<file path="src/include/eeprom_pkg.sv">
// shared constants and types of the two-wire eeprom target
package eeprom_pkg;
   localparam int          ADDR_W       = 15;
   localparam int          PAGE_BITS    = 6;
   localparam logic [3:0]  DEV_TYPE     = 4'ha;
   localparam logic [2:0]  MODULE_CS    = 3'h0;
   localparam logic [3:0]  CNT_BYTE     = 4'h8;
   localparam logic [3:0]  CNT_ACK      = 4'h9;
   localparam logic [14:0] ADDR_RESET   = 15'h0000;
   localparam int          FIFO_WORDS   = 4;
   localparam int          PROG_TIME_MS = 5;
   localparam int          SYS_CLK_HZ   = 20000000;
   // longest time: rounds down
   localparam int          PROG_CYCLES  = PROG_TIME_MS * (SYS_CLK_HZ / 1000);

   typedef enum logic [2:0] {
      ST_IDLE, ST_DEV, ST_AHI, ST_ALO, ST_WDAT, ST_RDAT, ST_BUSY
   } bus_state_t;

   typedef struct packed {
      logic [14:0] addr;
      logic [7:0]  data;
   } wr_entry_t;

   typedef struct packed {
      logic       scl;
      logic       sda;
      logic [2:0] cs;
      logic       wp;
      logic       modv;
   } pin_sample_t;
endpackage : eeprom_pkg

</file>
<file path="src/design/serial_eeprom_bus_slave.sv">
// two-wire eeprom target: protocol engine and write staging fifo
//
// Overview of operation
// - Accept address word only if top four bits are the 1010 type pattern.
// - Next three bits must equal the three chip select pins.
// - Unconnected chip select pins count as low.
// - Module variant compares the three select bits against zero instead.
// - Address word bit 0 high starts a read, low a write.
// - Match is acknowledged with zero; mismatch goes to standby until start.
// - Write-protect high keeps the whole array from being modified.
// - Write: two address bytes then data byte, each acknowledged; stop ends.
// - Stop after an unprotected data byte starts timed programming; bus ignored meanwhile.
// - Page write accepts up to 64 data bytes, each acknowledged.
// - Only low six address bits increment during writes; page wraps.
// - Beyond 64 bytes the page address wraps and overwrites earlier bytes.
// - Address words during programming get no ack until it has finished.
// - Address counter holds last address plus one between operations.
// - Read address wraps from last array byte to first.
// - Current read shifts out the byte at the counter address.
// - Controller ack after read byte: increment and send the next byte.
// - Bytes go msb first; receiver drives zero on the ninth clock.
// - Programming lasts at most 5 ms from the stop.
// - Start and stop are seen at any time except during programming; stop returns to standby unless it starts programming.
`timescale 1ns/1ns
`default_nettype none

module write_fifo #(
   parameter int WIDTH = 23,
   parameter int DEPTH = 4
) (
   input  wire logic             clk,
   input  wire logic             rst,
   input  wire logic             en,
   input  wire logic             in_valid,
   output logic                  in_ready,
   input  wire logic [WIDTH-1:0] in_data,
   output logic                  out_valid,
   input  wire logic             out_ready,
   output logic      [WIDTH-1:0] out_data
);
   localparam int AW = $clog2(DEPTH);
   localparam logic [AW:0] FULL = DEPTH[AW:0];

   logic [WIDTH-1:0] mem_q [DEPTH];
   logic [WIDTH-1:0] mem_d [DEPTH];
   logic [AW-1:0]    wr_q, wr_d, rd_q, rd_d;
   logic [AW:0]      cnt_q, cnt_d;
   logic             push, pop;

   assign in_ready  = (cnt_q != FULL);
   assign out_valid = (cnt_q != '0);
   assign out_data  = mem_q[rd_q];
   assign push      = in_valid & in_ready;
   assign pop       = out_valid & out_ready;

   always_comb begin
      mem_d = mem_q;
      wr_d  = wr_q;
      rd_d  = rd_q;
      cnt_d = cnt_q;
      if (push) begin
         mem_d[wr_q] = in_data;
         wr_d = (wr_q == AW'(DEPTH - 1)) ? '0 : wr_q + 1'b1;
      end
      if (pop) begin
         rd_d = (rd_q == AW'(DEPTH - 1)) ? '0 : rd_q + 1'b1;
      end
      if (push && !pop) begin
         cnt_d = cnt_q + 1'b1;
      end else if (pop && !push) begin
         cnt_d = cnt_q - 1'b1;
      end
   end

   always_ff @(posedge clk or posedge rst) begin
      if (rst) begin
         mem_q <= '{default: '0};
         wr_q  <= '0;
         rd_q  <= '0;
         cnt_q <= '0;
      end else if (en) begin
         mem_q <= mem_d;
         wr_q  <= wr_d;
         rd_q  <= rd_d;
         cnt_q <= cnt_d;
      end
   end
endmodule : write_fifo

module serial_eeprom_bus_slave #(
   parameter int PROG_CYCLES_P = eeprom_pkg::PROG_CYCLES
) (
   input  wire logic                  sys_clk,
   input  wire logic                  reset,
   input  wire logic                  clk_en,
   input  wire logic                  scl_in,
   output logic                       scl_out,
   output logic                       scl_oe,
   input  wire logic                  sda_in,
   output logic                       sda_out,
   output logic                       sda_oe,
   input  wire logic                  chip_select_pin_high,
   input  wire logic                  chip_select_pin_mid,
   input  wire logic                  chip_select_pin_low,
   input  wire logic                  write_protect,
   input  wire logic                  module_variant,
   output logic [14:0]                mem_rd_addr,
   input  wire logic [7:0]            mem_rd_data,
   output logic                       mem_wr_valid,
   input  wire logic                  mem_wr_ready,
   output var eeprom_pkg::wr_entry_t  mem_wr_entry,
   output logic                       prog_start,
   output logic                       prog_busy
);
   import eeprom_pkg::*;

   pin_sample_t pins, s1_q, s2_q;
   logic        scl_p_q, sda_p_q;
   logic        scl_rise, scl_fall, start_c, stop_c, dev_ok;
   logic [2:0]  cs_exp;

   bus_state_t  st_q, st_d;
   logic [3:0]  cnt_q, cnt_d;
   logic [7:0]  sh_q, sh_d, tx_q, tx_d;
   logic [14:0] addr_q, addr_d;
   logic        ack_q, ack_d, rd_q, rd_d, load_q, load_d;
   logic        mack_q, mack_d, wrote_q, wrote_d;
   logic        push_q, push_d, drv_q, drv_d, pst_q, pst_d;
   wr_entry_t   ent_q, ent_d;
   logic [16:0] prog_q, prog_d;
   logic        fifo_ready;

   // pins float low inside the pad; here they arrive already resolved
   assign pins = '{scl: scl_in, sda: sda_in,
                   cs: {chip_select_pin_high, chip_select_pin_mid,
                        chip_select_pin_low},
                   wp: write_protect, modv: module_variant};

   always_ff @(posedge sys_clk or posedge reset) begin
      if (reset) begin
         s1_q    <= '{scl: 1'b1, sda: 1'b1, default: '0};
         s2_q    <= '{scl: 1'b1, sda: 1'b1, default: '0};
         scl_p_q <= 1'b1;
         sda_p_q <= 1'b1;
      end else if (clk_en) begin
         s1_q    <= pins;
         s2_q    <= s1_q;
         scl_p_q <= s2_q.scl;
         sda_p_q <= s2_q.sda;
      end
   end

   assign scl_rise = s2_q.scl & ~scl_p_q;
   assign scl_fall = ~s2_q.scl & scl_p_q;
   assign start_c  = s2_q.scl & scl_p_q & sda_p_q & ~s2_q.sda;
   assign stop_c   = s2_q.scl & scl_p_q & ~sda_p_q & s2_q.sda;
   assign cs_exp   = s2_q.modv ? MODULE_CS : s2_q.cs;
   assign dev_ok   = (sh_q[7:4] == DEV_TYPE) && (sh_q[3:1] == cs_exp);

   always_comb begin
      st_d    = st_q;
      cnt_d   = cnt_q;
      sh_d    = sh_q;
      tx_d    = tx_q;
      addr_d  = addr_q;
      ack_d   = ack_q;
      rd_d    = rd_q;
      load_d  = 1'b0;
      mack_d  = mack_q;
      wrote_d = wrote_q;
      push_d  = push_q & ~fifo_ready;
      ent_d   = ent_q;
      prog_d  = prog_q;
      pst_d   = 1'b0;
      if (st_q == ST_BUSY) begin
         // inputs ignored entirely, so polling words see no ack
         prog_d = prog_q - 1'b1;
         if (prog_q <= 17'd1) begin
            st_d = ST_IDLE;
         end
      end else if (stop_c) begin
         st_d    = ST_IDLE;
         ack_d   = 1'b0;
         rd_d    = 1'b0;
         wrote_d = 1'b0;
         if (wrote_q) begin
            st_d   = ST_BUSY;
            prog_d = PROG_CYCLES_P[16:0];
            pst_d  = 1'b1;
         end
      end else if (start_c) begin
         // a repeated start skips the programming cycle of an unfinished write; bytes already staged still drain
         st_d    = ST_DEV;
         cnt_d   = 4'h0;
         ack_d   = 1'b0;
         rd_d    = 1'b0;
         wrote_d = 1'b0;
      end else if (load_q) begin
         tx_d = mem_rd_data;
         rd_d = 1'b1;
      end else if (scl_rise && st_q != ST_IDLE) begin
         if (cnt_q < CNT_BYTE) begin
            sh_d = {sh_q[6:0], s2_q.sda};
         end else if (cnt_q == CNT_BYTE) begin
            mack_d = ~s2_q.sda;
         end
         cnt_d = cnt_q + 4'h1;
      end else if (scl_fall && st_q != ST_IDLE) begin
         if (cnt_q < CNT_BYTE) begin
            if (st_q == ST_RDAT) begin
               tx_d = {tx_q[6:0], 1'b0};
            end
         end else if (cnt_q == CNT_BYTE) begin
            case (st_q)
               ST_DEV: begin
                  if (dev_ok) begin
                     ack_d = 1'b1;
                  end else begin
                     st_d = ST_IDLE;
                  end
               end
               ST_AHI: begin
                  ack_d = 1'b1;
                  addr_d[14:8] = sh_q[6:0];
               end
               ST_ALO: begin
                  ack_d = 1'b1;
                  addr_d[7:0] = sh_q;
               end
               ST_WDAT: begin
                  ack_d = 1'b1;
                  ent_d = '{addr: addr_q, data: sh_q};
                  push_d = ~s2_q.wp;
                  wrote_d = wrote_q | ~s2_q.wp;
                  addr_d[PAGE_BITS-1:0] = addr_q[PAGE_BITS-1:0] + 6'h01;
               end
               ST_RDAT: rd_d = 1'b0; // release for the controller ack
               default: st_d = ST_IDLE;
            endcase
         end else begin
            ack_d = 1'b0;
            cnt_d = 4'h0;
            case (st_q)
               ST_DEV: begin
                  if (sh_q[0]) begin
                     st_d   = ST_RDAT;
                     load_d = 1'b1;
                  end else begin
                     st_d = ST_AHI;
                  end
               end
               ST_AHI: st_d = ST_ALO;
               ST_ALO: st_d = ST_WDAT;
               ST_RDAT: begin
                  addr_d = addr_q + 15'h0001;
                  if (mack_q) begin
                     load_d = 1'b1;
                  end else begin
                     st_d = ST_IDLE;
                  end
               end
               default: st_d = st_q;
            endcase
         end
      end
      drv_d = ack_d | (rd_d & ~tx_d[7]);
   end

   always_ff @(posedge sys_clk or posedge reset) begin
      if (reset) begin
         st_q    <= ST_IDLE;
         cnt_q   <= 4'h0;
         sh_q    <= 8'h00;
         tx_q    <= 8'h00;
         addr_q  <= ADDR_RESET;
         ack_q   <= 1'b0;
         rd_q    <= 1'b0;
         load_q  <= 1'b0;
         mack_q  <= 1'b0;
         wrote_q <= 1'b0;
         push_q  <= 1'b0;
         ent_q   <= '0;
         prog_q  <= 17'h00000;
         drv_q   <= 1'b0;
         pst_q   <= 1'b0;
      end else if (clk_en) begin
         st_q    <= st_d;
         cnt_q   <= cnt_d;
         sh_q    <= sh_d;
         tx_q    <= tx_d;
         addr_q  <= addr_d;
         ack_q   <= ack_d;
         rd_q    <= rd_d;
         load_q  <= load_d;
         mack_q  <= mack_d;
         wrote_q <= wrote_d;
         push_q  <= push_d;
         ent_q   <= ent_d;
         prog_q  <= prog_d;
         drv_q   <= drv_d;
         pst_q   <= pst_d;
      end
   end

   // staged page bytes drain to the array; a full fifo stretches scl low
   // rather than dropping a byte, which costs bus time on slow arrays
   write_fifo #(
      .WIDTH ($bits(wr_entry_t)),
      .DEPTH (FIFO_WORDS)
   ) u_fifo (
      .clk       (sys_clk),
      .rst       (reset),
      .en        (clk_en),
      .in_valid  (push_q),
      .in_ready  (fifo_ready),
      .in_data   (ent_q),
      .out_valid (mem_wr_valid),
      .out_ready (mem_wr_ready),
      .out_data  (mem_wr_entry)
   );

   assign scl_out     = 1'b0;
   assign scl_oe      = push_q & ~fifo_ready;
   assign sda_out     = 1'b0;
   assign sda_oe      = drv_q;
   assign mem_rd_addr = addr_q;
   assign prog_start  = pst_q;
   assign prog_busy   = (st_q == ST_BUSY);
endmodule : serial_eeprom_bus_slave

`default_nettype wire

</file>
<file path="config.mk">
export PLATFORM = sky130hd
export DESIGN_NAME = serial_eeprom_bus_slave
export DESIGN_NICKNAME = d
export VERILOG_FILES = /design/src/include/eeprom_pkg.sv /design/src/design/serial_eeprom_bus_slave.sv
export SDC_FILE = /design/constraint.sdc
export NUM_CORES = 1
export LEC_CHECK = 0
export BUFFER_PORTS_ARGS = -buffer_cell sky130_fd_sc_hd__buf_2
export CORE_ASPECT_RATIO = 1.1
export CORE_UTILIZATION = 53
export DETAILED_ROUTE_END_ITERATION = 8
export HOLD_SLACK_MARGIN = 0.15
export PLACE_DENSITY = 0.68
export SLEW_MARGIN = 10
export SYNTH_ARGS = -nofsm -noshare
export SYNTH_HDL_FRONTEND = slang
export SYNTH_SLANG_ARGS = --single-unit
</file>
<file path="constraint.sdc">
create_clock -name sys_clk -period 13.2 [get_ports sys_clk]
set_input_delay 2.64 -clock sys_clk [delete_from_list [all_inputs] [get_ports sys_clk]]
set_output_delay 2.64 -clock sys_clk [all_outputs]
set_load 0.05 [all_outputs]
</file>
## Word-level counts from Yosys, hierarchy flattened

Cells that the tools add are included.

| cells by class | value |
|---|---|
| muxes and demuxes | 98 |
| eq/ne operators | 29 |
| multiply operators | 0 |
| shift-type cells | 0 |
| divide/modulo/power cells | 0 |
| reductions and logical operators | 39 |
| bitwise logic cells | 28 |
| $add $sub $neg | 8 |
| order comparisons | 5 |

Operators by type and width:

| kind | count |
|---|---|
| $bwmux 92 | 1 |
| $mux 23 | 3 |
| $mux 8 | 8 |
| $mux 17 | 3 |
| $reduce_and 10->1 | 5 |
| $mux 1 | 48 |
| $mux 3 | 16 |
| $bmux 23 s2 | 1 |
| $demux 23 s2 | 1 |
| $mux 15 | 2 |
| $mux 4 | 6 |
| $reduce_and 8->1 | 3 |
| $ne 3x3->1 const B | 6 |
| $reduce_bool 3->1 | 6 |
| $le 17x1->1 const B | 1 |
| $sub 17x1->17 const B | 1 |
| $add 15x1->15 const B | 1 |
| $reduce_and 7->1 | 2 |
| $reduce_bool 2->1 | 7 |
| $not 1->1 | 13 |
| $ne 4x4->1 const B | 3 |
| $ne 6x6->1 const B | 2 |
| $pmux 3 s4 | 1 |
| $pmux 6 s2 | 1 |
| other kinds (33) | 66 |

| word-level totals | value |
|---|---|
| memories | 0 |
| flip-flop bits (word level) | 201 |
| logic and storage cells | 245 |
| bits in latches | 0 |
| output and inout port bits | 45 |
| memory bits (writable) | 0 |
| bits in read-only memories | 0 |

## Longest topological paths before layout

Gate-level depths: netlist of the first run.

| depth | value |
|---|---|
| depth in word-level cells | 14 |
| gate-level depth with buffers | 10 |

## Hierarchy

Synthesis of the first run repeated with hierarchy kept, for this count alone.

| unflattened totals | value |
|---|---|
| cell total of the unflattened synthesis | 789 |
| area total of the unflattened synthesis | 9937.0 sq um |

By module, submodules not included:

| module | instances | area an instance (sq um) | cells each |
|---|---|---|---|
| serial_eeprom_bus_slave | 1 | 5474.0 | 526 |
| write_fifo | 1 | 4463.0 | 263 |

## Worst setup path after synthesis of the first run

OpenSTA, ideal clock, no wires.

| timing path | value |
|---|---|
| path kind | reg2out |
| start point | reg u_fifo.rd_q[0] |
| end point | out mem_wr_entry[13] in the netlist's numbering |
| data arrival time | 1.790 ns |
| path buffers | 3 |
| cell stages (with the launch flop) | 5 |
| slack | 8.770 ns |
| cell sequence | dfrtp_1 -> clkbuf_1 -> clkbuf_1 -> buf_2 -> mux4_2 |

RTL lines:

| element | line | text |
|---|---|---|
| start, declared | serial_eeprom_bus_slave.sv:46 | `logic [AW-1:0] wr_q, wr_d, rd_q, rd_d;` |
| start signal, assigned | serial_eeprom_bus_slave.sv:84 | `rd_q <= rd_d;` |
| end, declared | serial_eeprom_bus_slave.sv:111 | `output var eeprom_pkg::wr_entry_t mem_wr_entry,` |

## Worst setup path in the final report of the first run

| timing path | value |
|---|---|
| start point | in clk_en |
| end point | reg addr_q[14], in the netlist mem_rd_addr[14] |

| on the way | value |
|---|---|
| longest elaborated chain between the ends | 1 |

Ends and longest elaborated chain:

| element | line | text |
|---|---|---|
| start, declared | serial_eeprom_bus_slave.sv:95 | `input wire logic clk_en,` |
| $reduce_and 10->1 (no source line) | -- |  |
| end signal, assigned | serial_eeprom_bus_slave.sv:291 | `addr_q <= addr_d;` |
| end, declared | serial_eeprom_bus_slave.sv:125 | `logic [14:0] addr_q, addr_d;` |

No other way between the ends.
A chain may end at the register's enable or synchronous reset.

==> impl_metrics.ini, run 1 <==
[floorplan]
dieHeight_um = 142.7
die_w_um = 129.9
die_area_mm2 = 0.01854
row_count = 51
start_util_pct = 53.96
coreArea_mm2 = 0.01768
io_pins = 64

[sta]
finalClockSkew_ns = 0.02230
timing.setup.tns_ns = 0
whs_ns = 0.4759
slew_viol_final = 0
setup_viol = 0
worst_pin_slew_ns = 1.117
fin_crit_sh_pct = 36.34
rsz0062_at_grt = false
fmax_mhz = 208.5
min_period_ns = 4.797
hold_violations = 0
timing.slew.headroom_pct = 25.19

[drt]
drt_iter0_drc = 365
vias_per_cell = 5.829
firstDrtPassIters = 5
postRouteAntennaNets = 0
drt_wl_total_um = 20350
vias = 6330
drc_errors = 0
wire_per_inst_um = 18.74

[grt]
grt_overflow = 0
grt_usage_pct = 23.04
grt_max_degree = 138
grt_pass1_wl_um = 33600
antenna_found_initial = 0
grt_pass1_vias = 6605

[pwr]
p_leak_uw = 0.005170
finalPower_uw = 1961
combPwrFrac_pct = 26.5
switchingPower_uw = 680.8
netSwitchingFraction_pct = 34.71
vdd_drop_max_v = 0.0001241
sequentialPowerShare_pct = 42.0
power.density_mw_per_mm2 = 182.0
pwr-share-clk_pct = 31.5
internal_power_uw = 1280

[critical_path]
worstPathArrival_ns = 5.24
r2r-start = st_q[0]
endpoint_kind = flip-flop
critPathKind = input pin to flip-flop
critPathLaunchType = input pin
r2r_cells = 6
reg2reg_to = mem_rd_addr[14]
r2r_slack_ns = 10.25
required_ns = 13.65
critPathMaxFanout = 36

[cells_and_area]
final_common_cell = dfrtp_1
final_cell_mix = 195 x dfrtp_1, 140 x mux2_2, 61 x buf_2, 57 x nand2_1, 52 x nor2_1
nets = 864
syn_to_final_growth_pct = 13.00
utilization_pct = 60.98
antenna_cells = 0
layout-drive-gt1-share_pct = 33.25

[yosys]
synth_top_family_by_area = multiplexers
synth_xor_xnor_area_share_pct = 1.745
synthArstFlopShare_pct = 100.0
synth_area_leaders = dfrtp_1 51%, mux2_2 17%, mux4_2 5.4%, o21ai_0 2.3%, nand2_1 2.2%
syn_area_per_cell_um2 = 12.24
yosysSeqAreaShare_pct = 52.81
synth-main-ff-cell = dfrtp_1
synth_compound_area_share_pct = 8.422
synth_edf_count = 0
yosysWarnings = 0
synthAdderAreaFrac_pct = 1.784
synth_top_area_share_pct = 51.16
synth_cells = 779
ys_types = 64
yosys.area.top_type = dfrtp_1
muxShareOfSynthArea_pct = 22.48
synth-seq-cells = 201
yosys.area_share.simple_pct = 10.11
syn_area_mm2 = 0.009538

[clock_network]
post_cts_buffers = 0
clock-sinks = 201
cts-root-buf = clkbuf_16
path_clk_slew_ns = 0.06
htreeDepth = 1
cts_tree = built
post_cts_resized = 0
clk_latency_ns = 0.51
cts_buffers = 22
clockBufferDepth = 3
holdBufCountCts = 0

[run_status]
status = complete, no violations

[placed_design]
place_congestion = 0.8699
place_hpwl_um = 13410
portBuffers = 61

[worst_hold_path]
whs_endpoint = rd_q
hold_class = flip-flop to flip-flop
min-delay-start = rd_q
whs_path_depth = 1

[job]
cap_violations = 0
-- per-stage QoR --
step	setup WS [ns]	cell area, um^2	cells
detailed placement	7.915	10030	1046
CTS	8.417	10780	1086
global route	8.164	10780	1086
finish	8.403	10780	1086
global placement	8.059	10030	1046
floorplan	5.088	9542	780
-- Yosys cell counts (3+ instances only) --
cell / number
dfrtp_1: 195
mux2_2: 140
nand2_1: 57
nor2_1: 52
o21ai_0: 43
mux4_2: 23
a21oi_1: 22
clkbuf_1: 20
buf_2: 17
inv_1: 17
a22oi_1: 13
nand3_1: 13
ha_1: 12
xnor2_1: 12
nor3_1: 11
o22a_1: 11
a31oi_1: 9
nand4_1: 8
and3_1: 7
nand2b_1: 7
or3_1: 7
xor2_1: 7
dfstp_2: 6
and2_1: 5
mux2i_1: 5
nor2b_1: 4
nor4_1: 4
a21o_1: 3
o32ai_1: 3
-- worst max path at each step --
stage / from / end / slack (ns)
2_1_floorplan: reset / ack_q / 5.09
5_1_grt: clk_en / mem_rd_addr[14] / 8.16
6_report: clk_en / mem_rd_addr[14] / 8.40
3_5_place_dp: clk_en / mem_rd_addr[14] / 7.91
4_1_cts: u_fifo.rd_q[1] / mem_wr_entry[6] / 8.42
3_3_place_gp: clk_en / mem_rd_addr[14] / 8.06
-- power groups by stage --
stage	registers (uW)	clock network, uW	logic [uW]
floorplan	829	0	384
CTS	821	633	522
detailed placement	831	0	520
global route	838	658	576
global placement	823	0	503
finish	823	618	520
-- kinds of logic (layout without fill, tap and decap cells) --
logic type / Yosys count / count (layout)
muxes: 168 / 168
adders and majority gates: 13 / 13
buffers and inverters: 58 / 126
other: 1 / 2
AOI/OAI and AO/OA: 124 / 124
DFF: 201 / 201
xor gates and xnor gates: 19 / 19
and+or+nand+nor: 195 / 195
-- registers in the layout (all words and copies together), names as in the netlist, 2 cells and up --
register / cells
s2_q: 7
u_fifo.wr_q: 2
tx_q: 8
ent_q: 23
cnt_q: 4
s1_q: 7
mem_rd_addr: 15
u_fifo.cnt_q: 3
st_q: 3
u_fifo.mem_q: 92
sh_q: 8
u_fifo.rd_q: 2
prog_q: 17
-- layer usage --
layer | track usage (%) | share of wire (%)
met1 | 29.43 | 41
met2 | 40.87 | 52
met3 | 3.185 | 4.0
met4 | 6.242 | 2.5
met5 | 0 | 0
-- critical path: stages --
cell      delay, ns
buf_2          0.53
o211ai_1       0.62
nor3_1         0.55
nand2_1        0.40
o21ba_2        0.36
o22a_1         0.13
-- layout make-up --
class | count | area (um^2)
fillers | 1423 | 6898
flip-flops and latches | 201 | 5037
repair buffers | 69 | 365.4
well taps | 238 | 297.8
multi-input cells | 521 | 4257
inverters | 17 | 71.32
clock inverters | 8 | 101.3
clock buffers | 32 | 648.1
No activity file was read; power rests on OpenSTA's default activity.
==> run 2: changes to the inputs <==
Settings changed: PLACE_DENSITY 0.68 to 0.71.
Clock period 13.2 ns to 4 ns, I/O delays scaled along.
==> run 2 against run 1 <==
Compared with the run above: die area unchanged; cell count up 0.37%; clock skew down 0.016 ns; combinational power increased to 3.2 times the previous value; final area increased by 0.82%; routed wire length decreased by 1.6%; global-route usage down 0.51 points; clock power rose to 3.5 times the previous value.
==> impl_metrics.ini, run 2 (same netlist as run 1, synthesis figures left out) <==
[drt]
firstDrtPassIters = 5
topRoutingLayerUsed = met4
wire_per_inst_um = 18.38
drc_errors = 0
postRouteAntennaNets = 0
drt_wl_total_um = 20030
wl_met1_um = 8613
vias = 6365
drt_iter0_drc = 424
vias_per_cell = 5.839
wl_met2_um = 10240
route.met3.wl_um = 766

[grt]
grt_max_degree = 149
grt_overflow = 0
grt_pass1_vias = 6526
antenna_found_initial = 0
grt_pass1_wl_um = 32880
grt_usage_pct = 22.53

[job]
cap_violations = 0

[run_status]
status = complete, no violations

[floorplan]
dieHeight_um = 142.7
start_util_pct = 53.96
row_count = 51
coreArea_mm2 = 0.01768
io_pins = 64
die_w_um = 129.9
die_area_mm2 = 0.01854

[cells_and_area]
top_regs = u_fifo.mem_q x92, ent_q x23, prog_q x17
utilization_pct = 61.48
nets = 868
antenna_cells = 0
layout-drive-gt1-share_pct = 33.80
syn_to_final_growth_pct = 13.93
final_common_cell = dfrtp_1
largest_reg_flops = 92
fill_cells = 1406
final_area_mm2 = 0.01087
regMostFlops = u_fifo.mem_q
final_cell_mix = 195 x dfrtp_1, 140 x mux2_2, 61 x buf_2, 57 x nand2_1, 52 x nor2_1

[critical_path]
critPathLaunchType = flip-flop
critPathMaxStageDelay_ns = 1.00
cp_slowest_cell = dfrtp_1
endpoint_kind = output port
crit_chain = buf_4 > mux4_2 > buf_2
required_ns = 3.20
critPathKind = flip-flop to output port
critPathMaxFanout = 18
r2r_slack_ns = 1.29
worstPathArrival_ns = 2.38

[sta]
hold_violations = 0
finalClockSkew_ns = 0.006720
min_period_ns = 3.176
worst_pin_slew_ns = 1.004
timing.setup.tns_ns = 0
whs_ns = 0.4958
fmax_mhz = 314.9
worst_slack_ns = 0.8244
fin_crit_sh_pct = 79.39
rsz0062_at_grt = false
setup_viol = 0
timing.slew.headroom_pct = 33.06
slew_viol_final = 0

[placed_design]
portBuffers = 61
dpl-instance-area_mm2 = 0.01007
place_congestion = 0.8928
pre_cts_ws_ns = 1.311
place_hpwl_um = 13530

[pwr]
power.density_mw_per_mm2 = 608.0
vdd_drop_max_v = 0.0003858
p_leak_uw = 0.005211

[clock_network]
post_cts_buffers = 0
post_cts_resized = 0
cts_tree = built
clockBufferDepth = 3
holdBufCountCts = 0
cts-root-buf = clkbuf_16
clock-sinks = 201
path_clk_slew_ns = 0.06
clk_latency_ns = 0.50
cts_buffers = 22
htreeDepth = 1

[worst_hold_path]
hold_class = flip-flop to flip-flop
## run 2: cell types whose count changed in the layout (fill, tap and decap cells not counted), sizes merged
cell,delta
buf,+4
clkinvlp,+1
clkinv,-1
bufinv,+1
clkbuf,-1
## run 2: final cells by class
| type | count | area (um^2) | area share, % |
|---|---|---|---|
| Multi-Input combinational cell | 521 | 4257 | 39.17 |
| Timing Repair Buffer | 73 | 407.9 | 3.754 |
| Clock inverter | 9 | 133.9 | 1.232 |
| Sequential cell | 201 | 5037 | 46.36 |
| Clock buffer | 31 | 665.6 | 6.125 |
| Tap cell | 238 | 297.8 | 2.740 |
| Inverter | 17 | 67.56 | 0.6218 |
## run 2: worst paths after layout
path	start	end	depth (start not counted)
worst max register to register	cnt_q[0]	mem_rd_addr[14]	8
worst min-delay path	rd_q	rd_q	1
worst max-delay path	u_fifo.rd_q[0]	mem_wr_entry[13]	3
max in group asynchronous	reset	prog_q[9]	3
min in group asynchronous	reset	s1_q[3]	3
worst min register to register	rd_q	rd_q	1
## run 2: power by group
group / leakage (uW) / internal (uW) / switching (uW)
Combinational: 0.00214 / 672 / 1000
Clock: 0.000397 / 1360 / 808
Sequential: 0.00268 / 2310 / 451
Total: 0.00521 / 4350 / 2260
## run 2: critical path: cells and delay by family, from the launching register on
kind / cells / cell delay [ns]
buffers and inverters: 2 / 0.56
DFF: 1 / 1.00
muxes: 1 / 0.31
## run 2: metal layers
layer | vias up | global-route usage, %
met5 | - | 0
met4 | 0 | 6.793
met3 | 30 | 3.185
met2 | 148 | 39.23
met1 | 3256 | 29.09
li1 | 2931 | -
## run 2: per-stage QoR
step	cells	power, uW
after floorplan	780	4003
after global placement	1050	4392
after detailed placement	1050	4467
after CTS	1090	6650
after global routing	1090	6967
final	1090	6607
